[src/cfr_defines.svh]
// constants for the core register set and condition flags
// assumes inclusion by the core register file and its package users
`ifndef CFR_DEFINES_SVH
`define CFR_DEFINES_SVH
`define CFR_FLAG_CARRY 0
`define CFR_FLAG_ZERO 1
`define CFR_FLAG_SIGN 2
`define CFR_FLAG_IRQ_LO 3
`define CFR_FLAG_HALF 4
`define CFR_FLAG_IRQ_HI 5
`define CFR_FLAGS_RESET 8'hE8
`define CFR_IP_RESET 16'h0000
`define CFR_LEVEL_MAIN 2'h2
`define CFR_LEVEL_ONE 2'h1
`define CFR_LEVEL_TWO 2'h0
`define CFR_LEVEL_OFF 2'h3
`endif

[src/cfr_pkg.sv]
// types for the core register set: operation codes and carriers
// assumes cfr_defines.svh holds the bit positions and reset values
package cfr_pkg;
  // register selector for moves, push and pop
  typedef enum logic [2:0] {
    CFR_SEL_ACC = 3'h0,
    CFR_SEL_IDX1 = 3'h1,
    CFR_SEL_IDX2 = 3'h2,
    CFR_SEL_IPL = 3'h3,
    CFR_SEL_IPH = 3'h4,
    CFR_SEL_FLAGS = 3'h5
  } cfr_sel_t;
  // flag update kind for the current instruction
  typedef enum logic [2:0] {
    CFR_FOP_NONE = 3'h0,
    CFR_FOP_ADD = 3'h1,
    CFR_FOP_ARITH = 3'h2,
    CFR_FOP_LOGIC = 3'h3,
    CFR_FOP_SHIFT = 3'h4,
    CFR_FOP_SET_C = 3'h5,
    CFR_FOP_CLR_C = 3'h6,
    CFR_FOP_BTJ = 3'h7
  } cfr_fop_t;
  // branch condition codes for relative jumps
  typedef enum logic [2:0] {
    CFR_JMP_HALF = 3'h0,
    CFR_JMP_NO_HALF = 3'h1,
    CFR_JMP_MINUS = 3'h2,
    CFR_JMP_PLUS = 3'h3,
    CFR_JMP_EQUAL = 3'h4,
    CFR_JMP_NOT_EQUAL = 3'h5,
    CFR_JMP_CARRY = 3'h6,
    CFR_JMP_NO_CARRY = 3'h7
  } cfr_jmp_t;
  // alu result with its side outputs
  typedef struct packed {
    logic [7:0] value;
    logic carry;
    logic half;
  } cfr_alu_t;
  // register write from the instruction sequencer
  typedef struct packed {
    logic en;
    cfr_sel_t sel;
    logic [7:0] data;
  } cfr_wr_t;
  // interrupt entry strobe and level from the interrupt sequencer
  typedef struct packed {
    logic enter;
    logic [1:0] level;
  } cfr_irq_t;
endpackage

[src/cfr_core_regs.sv]
// programmer-visible core registers and the condition flag logic
// assumes an instruction sequencer drives the strobes on the same clock;
// registers have no memory address, only instructions reach them
`timescale 1ns/100ps
`include "cfr_defines.svh"

// Functional notes
// (RQ1) an 8-bit accumulator supplies ALU operands and takes ALU results.
// (RQ2) two 8-bit index registers hold addresses or temporary data.
// (RQ3) interrupt entry and exit never save or restore the second index register.
// (RQ4) the 16-bit instruction pointer is built from a low and a high byte register.
// (RQ5) the six core registers answer no memory address, only instruction ports.
// (RQ6) the flag register holds level bits and four flags, resetting to 111x1xxx.
// (RQ7) the flag register can be pushed and popped, and each flag tested and driven.
// (RQ8) half carry is set on carry from bit 3 to bit 4 in add, cleared otherwise.
// (RQ9) half carry is tested by one jump when set and one when clear.
// (RQ10) the sign flag copies bit 7 of every arithmetic, logic or data result.
// (RQ11) the zero flag is set when such a result is zero, cleared otherwise.
// (RQ12) the carry flag shows overflow or underflow of the last arithmetic.
// (RQ13) carry is forced by set and clear ops and updated by bit test, shift and rotate.
// (RQ14) sign, zero and carry each have one jump for set and one for clear.
// (RQ15) level bits 5 and 3 encode the priority: 10 is 0, 01 is 1, 00 is 2, 11 is 3.
// (RQ16) interrupt entry pushes instruction pointer, first index, accumulator, flags.
// (RQ17) flags not touched by an instruction keep their stored value.
module cfr_core_regs (
  input wire logic i_clk, // cpu clock
  input wire logic i_rst, // synchronous reset, active high
  input wire cfr_pkg::cfr_wr_t i_wr, // register write from instruction
  input wire cfr_pkg::cfr_fop_t i_fop, // flag update kind
  input wire cfr_pkg::cfr_alu_t i_alu, // alu result and side outputs
  input wire logic i_acc_load, // accumulator takes alu result
  input wire logic i_ip_load, // instruction pointer load
  input wire logic [15:0] i_ip_value, // value for pointer load
  input wire logic i_ip_inc, // advance pointer by one
  input wire logic i_level_wr, // software writes level bits
  input wire logic [1:0] i_level_value, // new level, high then low bit
  input wire cfr_pkg::cfr_irq_t i_irq, // interrupt entry strobe and level
  input wire cfr_pkg::cfr_jmp_t i_jmp_cond, // branch condition to evaluate
  input wire cfr_pkg::cfr_sel_t i_rd_sel, // register read selector
  output logic [7:0] o_acc, // accumulator
  output logic [7:0] o_idx1, // first index register
  output logic [7:0] o_idx2, // second index register
  output logic [15:0] o_ip, // instruction pointer
  output logic [7:0] o_flags, // condition flags register
  output logic o_jmp_taken, // branch condition result, registered
  output logic [7:0] o_rd_data, // selected register, registered
  output logic o_ctx_save // pulse: context saved on interrupt entry
);
  import cfr_pkg::*;

  logic [7:0] acc;
  logic [7:0] idx1;
  logic [7:0] idx2;
  logic [7:0] ip_low;
  logic [7:0] ip_high;
  logic [7:0] flags;
  logic [7:0] next_flags;
  logic [15:0] ip_sum;
  logic jmp_now;

  // accumulator: alu results take priority over plain moves
  always_ff @(posedge i_clk) begin
    if (i_rst) begin
      acc <= 8'h00;
    end else if (i_acc_load) begin
      acc <= i_alu.value; // see (RQ1)
    end else if (i_wr.en && i_wr.sel == CFR_SEL_ACC) begin
      acc <= i_wr.data; // see (RQ1)
    end
  end

  // index registers; the second has no interrupt path at all, by design
  always_ff @(posedge i_clk) begin
    if (i_rst) begin
      idx1 <= 8'h00;
      idx2 <= 8'h00;
    end else if (i_wr.en) begin
      if (i_wr.sel == CFR_SEL_IDX1) begin
        idx1 <= i_wr.data; // see (RQ2)
      end
      if (i_wr.sel == CFR_SEL_IDX2) begin
        idx2 <= i_wr.data; // see (RQ2) see (RQ3)
      end
    end
  end

  // instruction pointer as two bytes, byte writes serve the pop on return
  assign ip_sum = {ip_high, ip_low} + 16'h0001;
  always_ff @(posedge i_clk) begin
    if (i_rst) begin
      {ip_high, ip_low} <= `CFR_IP_RESET; // both bytes from one 16-bit reset value
    end else if (i_ip_load) begin
      ip_low <= i_ip_value[7:0]; // see (RQ4)
      ip_high <= i_ip_value[15:8];
    end else if (i_wr.en && i_wr.sel == CFR_SEL_IPL) begin
      ip_low <= i_wr.data;
    end else if (i_wr.en && i_wr.sel == CFR_SEL_IPH) begin
      ip_high <= i_wr.data;
    end else if (i_ip_inc) begin
      ip_low <= ip_sum[7:0]; // see (RQ4)
      ip_high <= ip_sum[15:8];
    end
  end

  // next flag value; untouched bits hold, pop or interrupt entry win
  always_comb begin
    next_flags = flags; // see (RQ17)
    case (i_fop)
      CFR_FOP_ADD: begin
        next_flags[`CFR_FLAG_HALF] = i_alu.half; // see (RQ8)
        next_flags[`CFR_FLAG_SIGN] = i_alu.value[7]; // see (RQ10)
        next_flags[`CFR_FLAG_ZERO] = (i_alu.value == 8'h00); // see (RQ11)
        next_flags[`CFR_FLAG_CARRY] = i_alu.carry; // see (RQ12)
      end
      CFR_FOP_ARITH, CFR_FOP_SHIFT: begin
        next_flags[`CFR_FLAG_SIGN] = i_alu.value[7]; // see (RQ10)
        next_flags[`CFR_FLAG_ZERO] = (i_alu.value == 8'h00); // see (RQ11)
        next_flags[`CFR_FLAG_CARRY] = i_alu.carry; // see (RQ12) see (RQ13)
      end
      CFR_FOP_LOGIC: begin
        next_flags[`CFR_FLAG_SIGN] = i_alu.value[7]; // see (RQ10)
        next_flags[`CFR_FLAG_ZERO] = (i_alu.value == 8'h00); // see (RQ11)
      end
      CFR_FOP_SET_C: next_flags[`CFR_FLAG_CARRY] = 1'b1; // see (RQ13)
      CFR_FOP_CLR_C: next_flags[`CFR_FLAG_CARRY] = 1'b0; // see (RQ13)
      CFR_FOP_BTJ: next_flags[`CFR_FLAG_CARRY] = i_alu.carry; // see (RQ13)
      default: next_flags = flags;
    endcase
    if (i_level_wr) begin
      next_flags[`CFR_FLAG_IRQ_HI] = i_level_value[1]; // see (RQ15)
      next_flags[`CFR_FLAG_IRQ_LO] = i_level_value[0];
    end
    if (i_wr.en && i_wr.sel == CFR_SEL_FLAGS) begin
      next_flags = i_wr.data; // see (RQ7)
    end
    if (i_irq.enter) begin
      next_flags[`CFR_FLAG_IRQ_HI] = i_irq.level[1]; // see (RQ15)
      next_flags[`CFR_FLAG_IRQ_LO] = i_irq.level[0];
    end
  end

  // flag register; undefined reset bits are driven to zero
  always_ff @(posedge i_clk) begin
    if (i_rst) begin
      flags <= `CFR_FLAGS_RESET; // see (RQ6)
    end else begin
      flags <= next_flags;
    end
  end

  // branch condition, one test per flag state
  always_comb begin
    case (i_jmp_cond)
      CFR_JMP_HALF: jmp_now = flags[`CFR_FLAG_HALF]; // see (RQ9)
      CFR_JMP_NO_HALF: jmp_now = !flags[`CFR_FLAG_HALF]; // see (RQ9)
      CFR_JMP_MINUS: jmp_now = flags[`CFR_FLAG_SIGN]; // see (RQ14)
      CFR_JMP_PLUS: jmp_now = !flags[`CFR_FLAG_SIGN];
      CFR_JMP_EQUAL: jmp_now = flags[`CFR_FLAG_ZERO];
      CFR_JMP_NOT_EQUAL: jmp_now = !flags[`CFR_FLAG_ZERO];
      CFR_JMP_CARRY: jmp_now = flags[`CFR_FLAG_CARRY];
      default: jmp_now = !flags[`CFR_FLAG_CARRY];
    endcase
  end

  // registered read port and branch result; no address decode exists
  always_ff @(posedge i_clk) begin
    if (i_rst) begin
      o_rd_data <= 8'h00;
      o_jmp_taken <= 1'b0;
    end else begin
      o_jmp_taken <= jmp_now;
      if (i_rd_sel == CFR_SEL_ACC) begin
        o_rd_data <= acc; // see (RQ5)
      end else if (i_rd_sel == CFR_SEL_IDX1) begin
        o_rd_data <= idx1;
      end else if (i_rd_sel == CFR_SEL_IDX2) begin
        o_rd_data <= idx2;
      end else if (i_rd_sel == CFR_SEL_IPL) begin
        o_rd_data <= ip_low;
      end else if (i_rd_sel == CFR_SEL_IPH) begin
        o_rd_data <= ip_high;
      end else begin
        o_rd_data <= flags; // see (RQ7)
      end
    end
  end

  // entry pulse tells the stacker to push pointer, idx1, acc, flags
  always_ff @(posedge i_clk) begin
    if (i_rst) begin
      o_ctx_save <= 1'b0;
    end else begin
      o_ctx_save <= i_irq.enter; // see (RQ16)
    end
  end

  assign o_acc = acc;
  assign o_idx1 = idx1;
  assign o_idx2 = idx2;
  assign o_ip = {ip_high, ip_low};
  assign o_flags = flags;

  a_flags_reset: assert property (@(posedge i_clk) i_rst |=> o_flags == 8'hE8) // see (RQ6)
    else $error("flags wrong after reset");
  a_half_carry: assert property (@(posedge i_clk) disable iff (i_rst) // see (RQ8)
    (i_fop == CFR_FOP_ADD && !i_wr.en) |=> o_flags[4] == $past(i_alu.half))
    else $error("half carry not taken from add");
  a_sign_copy: assert property (@(posedge i_clk) disable iff (i_rst) // see (RQ10)
    (i_fop inside {CFR_FOP_ADD, CFR_FOP_LOGIC} && !i_wr.en) |=> o_flags[2] == $past(i_alu.value[7]))
    else $error("sign flag not result bit 7");
  a_zero_flag: assert property (@(posedge i_clk) disable iff (i_rst) // see (RQ11)
    (i_fop == CFR_FOP_LOGIC && !i_wr.en) |=> o_flags[1] == ($past(i_alu.value) == 8'h00))
    else $error("zero flag wrong");
  a_carry_force: assert property (@(posedge i_clk) disable iff (i_rst) // see (RQ13)
    (i_fop == CFR_FOP_SET_C && !i_wr.en) |=> o_flags[0])
    else $error("set carry failed");
  a_flags_hold: assert property (@(posedge i_clk) disable iff (i_rst) // see (RQ17)
    (i_fop == CFR_FOP_NONE && !i_wr.en && !i_level_wr && !i_irq.enter) |=> $stable(o_flags))
    else $error("flags changed without cause");
  a_idx2_keep: assert property (@(posedge i_clk) disable iff (i_rst) // see (RQ3)
    (i_irq.enter && !i_wr.en) |=> $stable(o_idx2))
    else $error("second index disturbed by interrupt");
  a_jump_carry: assert property (@(posedge i_clk) disable iff (i_rst) // see (RQ14)
    (i_jmp_cond == CFR_JMP_NO_CARRY) |=> o_jmp_taken == !$past(o_flags[0]))
    else $error("carry jump wrong");
  a_irq_level: assert property (@(posedge i_clk) disable iff (i_rst) // see (RQ15)
    i_irq.enter |=> o_flags[5] == $past(i_irq.level[1]) && o_flags[3] == $past(i_irq.level[0])
      && o_ctx_save)
    else $error("interrupt level or save pulse wrong");
  c_add_half: cover property (@(posedge i_clk) i_fop == CFR_FOP_ADD && i_alu.half);
  c_irq_entry: cover property (@(posedge i_clk) i_irq.enter);
  c_pop_flags: cover property (@(posedge i_clk) i_wr.en && i_wr.sel == CFR_SEL_FLAGS);
  c_jump_taken: cover property (@(posedge i_clk) o_jmp_taken);
endmodule

[config.mk]
export PLATFORM = sky130hd
export DESIGN_NAME = cfr_core_regs
export DESIGN_NICKNAME = d
export VERILOG_FILES = /design/src/cfr_pkg.sv /design/src/cfr_core_regs.sv
export VERILOG_INCLUDE_DIRS = /design/src
export SDC_FILE = /design/constraint.sdc
export NUM_CORES = 1
export LEC_CHECK = 0
export ABC_AREA = 0
export ABC_CLOCK_PERIOD_IN_PS = 2000
export BUFFER_PORTS_ARGS = -buffer_cell sky130_fd_sc_hd__clkbuf_2
export CAP_MARGIN = 20
export CORE_MARGIN = 3
export CORE_UTILIZATION = 50
export DETAILED_ROUTE_END_ITERATION = 10
export GPL_ROUTABILITY_DRIVEN = 0
export PLACE_DENSITY = 0.88
export SYNTH_ARGS = -nofsm -noshare
export SYNTH_HDL_FRONTEND = slang
export SYNTH_SLANG_ARGS = --single-unit
[constraint.sdc]
create_clock -name i_clk -period 2 [get_ports i_clk]
set_input_delay 0.2 -clock i_clk [delete_from_list [all_inputs] [get_ports i_clk]]
set_output_delay 0.2 -clock i_clk [all_outputs]
set_load 0.01 [all_outputs]
==> run summary <==
post-CTS setup buffer count - 0
clock transition time at the flip-flop clock pins of the worst setup and hold paths - 0.07 ns
Inserted Clock Buffers - 9
number of vias in the routed layout - 3512
TritonCTS clock tree - yes
number of synthesized register bits - 58
largest area contributor in the netlist - dfxtp_1
sequential fraction of the synthesis area - 0.3520
mean post-synth cell area - 8.890 sq um
TritonCTS Sinks - 58
share of the cycle needed by the critical path after routing - 0.8634
Cell variety after synth - 68
number of detailed-routing iterations run before antenna repair - 5
Max Freq - 0.5791 GHz
capturing element of the worst setup path - ip_high[2]
share of flip-flops with an asynchronous set or reset after synthesis - 0
max-capacitance violation count - 0
share of synthesized cell area in and, or, nand and nor gates - 0.2060
origin of the critical flop-to-flop path - ip_low[0]
Final #Nets - 537
CTS Buffer Depth - 2
CP peak stage delay - 0.40 ns
endpoint type of the worst setup path - flop
area occupied by registers - 1161 sq um
share of synthesized area spent on multiplexers - 0.1567
Data required, critical path - 2.25 ns
violation count after the first detailed-route iteration - 258
top cell types by occurrence after synthesis - dfxtp_1 (58), nor2_1 (52), mux2i_1 (31)
standard cell with the maximum stage delay on the critical path - or3_1
RSZ-0062 raised after global routing - no
most instantiated flip-flop cell in the synthesis netlist - dfxtp_1
synthesized net count - 430
setup violators final - 0
max_slew headroom - 0.6228
wire per inst - 18.75 um
critical path, cell by cell - ha_1 -> nand3_2 -> or3_1 -> o31a_1 -> o32ai_2
Antenna Nets Post-Route - 0
transition at the pin with the smallest max-transition slack - 0.5579 ns
power per cell area - 681.8 nW/um^2
placed instance count - 542
Filler Cells Inserted - 510
Resize count post-CTS - 0
area of the core - 6166 sq um
die extent in y - 87.22 um
clk root buf - clkbuf_8
adder-cell share of the synthesized area - 0.003794
number of remaining DRC errors - 0
first-pass GRT wire length - 16390 um
wirelength, routed - 10460 um
startpoint types - flop
growth of design area from synthesis to finish - 24.43%
parity-gate share of the synthesized area counting xor and xnor cells - 0.01328
dominant cell by count in the synthesized netlist - dfxtp_1
flop2flop setup slack - 0.27 ns
hold path depth - 3
final hold violation count - 0
Layout Cells excl Fill - 558
DIE AREA - 7606 sq um
largest net degree at the start of global routing - 51
ratio of cells with drive above 1 in the final layout - 0.3354
Post-synth EDFFs - 0
WP data arrival - 1.97 ns
result of the run - complete, no violations
worst skew pair latency - 0.33 ns
initial antenna violation count - 0
number of ports placed on the die boundary - 116
effective utilization at floorplan - 0.5349
setup skew after layout - 0.006221 ns
number of input and output port buffers inserted - 115
maximum ir drop on the vdd rail - 0.0005667 V
number of cells produced by synthesis - 371
pins over their slew limit - 0
start point of the critical path - ip_low[0]
warnings from Yosys - 0
number of global-route vias before repair - 3268
global route total overflow - 0
Diodes inserted - 0
Via-to-Cell Ratio - 6.294
count of hold-fix buffers inserted at cts - 0
path type of the worst setup path - flop to flop
die width - 87.22 um
clock period minus final worst setup slack - 1.727 ns
HPWL after DPL - 7677 um
Compound-Gate Fraction of Synth Area - 0.2197
num rows - 28
All-Layer GR Usage - 0.2780
Fin Setup TNS - 0 ns
class of the most critical hold timing path - input port to flop
proportion of netlist area held by the largest area contributor - 0.3520
biggest fanout along the worst timing path - 7
LEAKAGE - 1.732 nW
Synth area leaders - dfxtp_1 (35%), mux2i_1 (9.4%), nor2_1 (5.9%)
Reg-to-Reg End - ip_high[2]
Worst R2R Path Depth - 5
H-tree depth reported by CTS - 3
dominant combinational cell family by area after synthesis - compound AO/OA/AOI/OAI gates
area of combinational cells with multiple inputs - 1989 sq um
netlist area before placement - 3298 sq um
[registers in the layout (all words and copies together), names as in the netlist]
name and flops:
ip_low 8, ip_high 8, o_idx2 8, o_jmp_taken 1, o_ctx_save 1, o_acc 8, o_rd_data 8, o_flags 8
o_idx1 8
[per-stage QoR]
step                worst slack, ns  total power, mW  area, sq um  utilization  hold slack, ns
detailed placement           0.3211            1.865         3933       0.6378          0.4512
CTS                          0.2906            2.800         4104       0.6656          0.1064
global placement             0.3766            1.850         3933       0.6378          0.4335
floorplan                    0.2641            1.629         3298            -          0.3251
global route                 0.1233            2.913         4104       0.6656          0.1259
finish                       0.2732            2.798         4104       0.6656          0.1139
[critical path: cells and delay by family, from the launching register on]
kind,cells,cell delay (ns)
AND/OR/NAND/NOR,2,0.57
AO/OA/AOI/OAI,2,0.49
adder cells (fa/ha/maj),1,0.25
flip-flops,1,0.33
[power breakdown]
group	switching [mW]	total, mW	internal (mW)
clock	0.472	0.949	0.476
combinational	0.308	0.550	0.242
sequential	0.0757	1.30	1.22
total	0.856	2.80	1.94
[cell type report]
type,count,share of cell area
Sequential cell,58,0.2829
Clock buffer,11,0.03445
Inverter,6,0.005488
Tap cell,75,0.02287
Clock inverter,5,0.007317
Timing Repair Buffer,127,0.1622
Multi-Input combinational cell,276,0.4848
[layer usage]
| metal | vias up | global-route usage | part of all wire |
|---|---|---|---|
| li1 | 1626 | - | - |
| met1 | 1628 | 0.3616 | 0.40 |
| met2 | 226 | 0.4479 | 0.47 |
| met3 | 32 | 0.05960 | 0.10 |
| met4 | 0 | 0.1144 | 0.033 |
| met5 | - | 0 | 0 |
[cell usage in the layout (no fill, tap or decap), types with 7 or more instances in the layout]
master / n
buf_4: 12
clkbuf_8: 10
dfxtp_1: 58
a31oi_1: 7
a311oi_1: 8
a21oi_1: 8
nor2_1: 52
clkbuf_2: 115
mux2i_1: 31
mux4_2: 8
o21ai_0: 13
nand2_1: 30
a211oi_1: 15
[worst min-delay path by stage]
| stage | startpoint | endpoint | slack (ns) |
|---|---|---|---|
| after CTS | i_irq[0] | o_flags[3] | 0.11 |
| after detailed placement | i_irq[0] | o_flags[3] | 0.45 |
| after global placement | i_irq[0] | o_flags[3] | 0.43 |
| after global routing | i_irq[0] | o_flags[3] | 0.13 |
| after floorplan | i_wr[6] | o_flags[6] | 0.33 |
| final | i_jmp_cond[0] | o_jmp_taken | 0.11 |
[cell families after synthesis]
family	after synthesis
AND/OR/NAND/NOR	132
AO/OA/AOI/OAI	98
flip-flops	58
multiplexers	40
buffers and inverters	37
XOR/XNOR	5
adder cells (fa/ha/maj)	1
No activity file was read; power rests on OpenSTA's default activity.
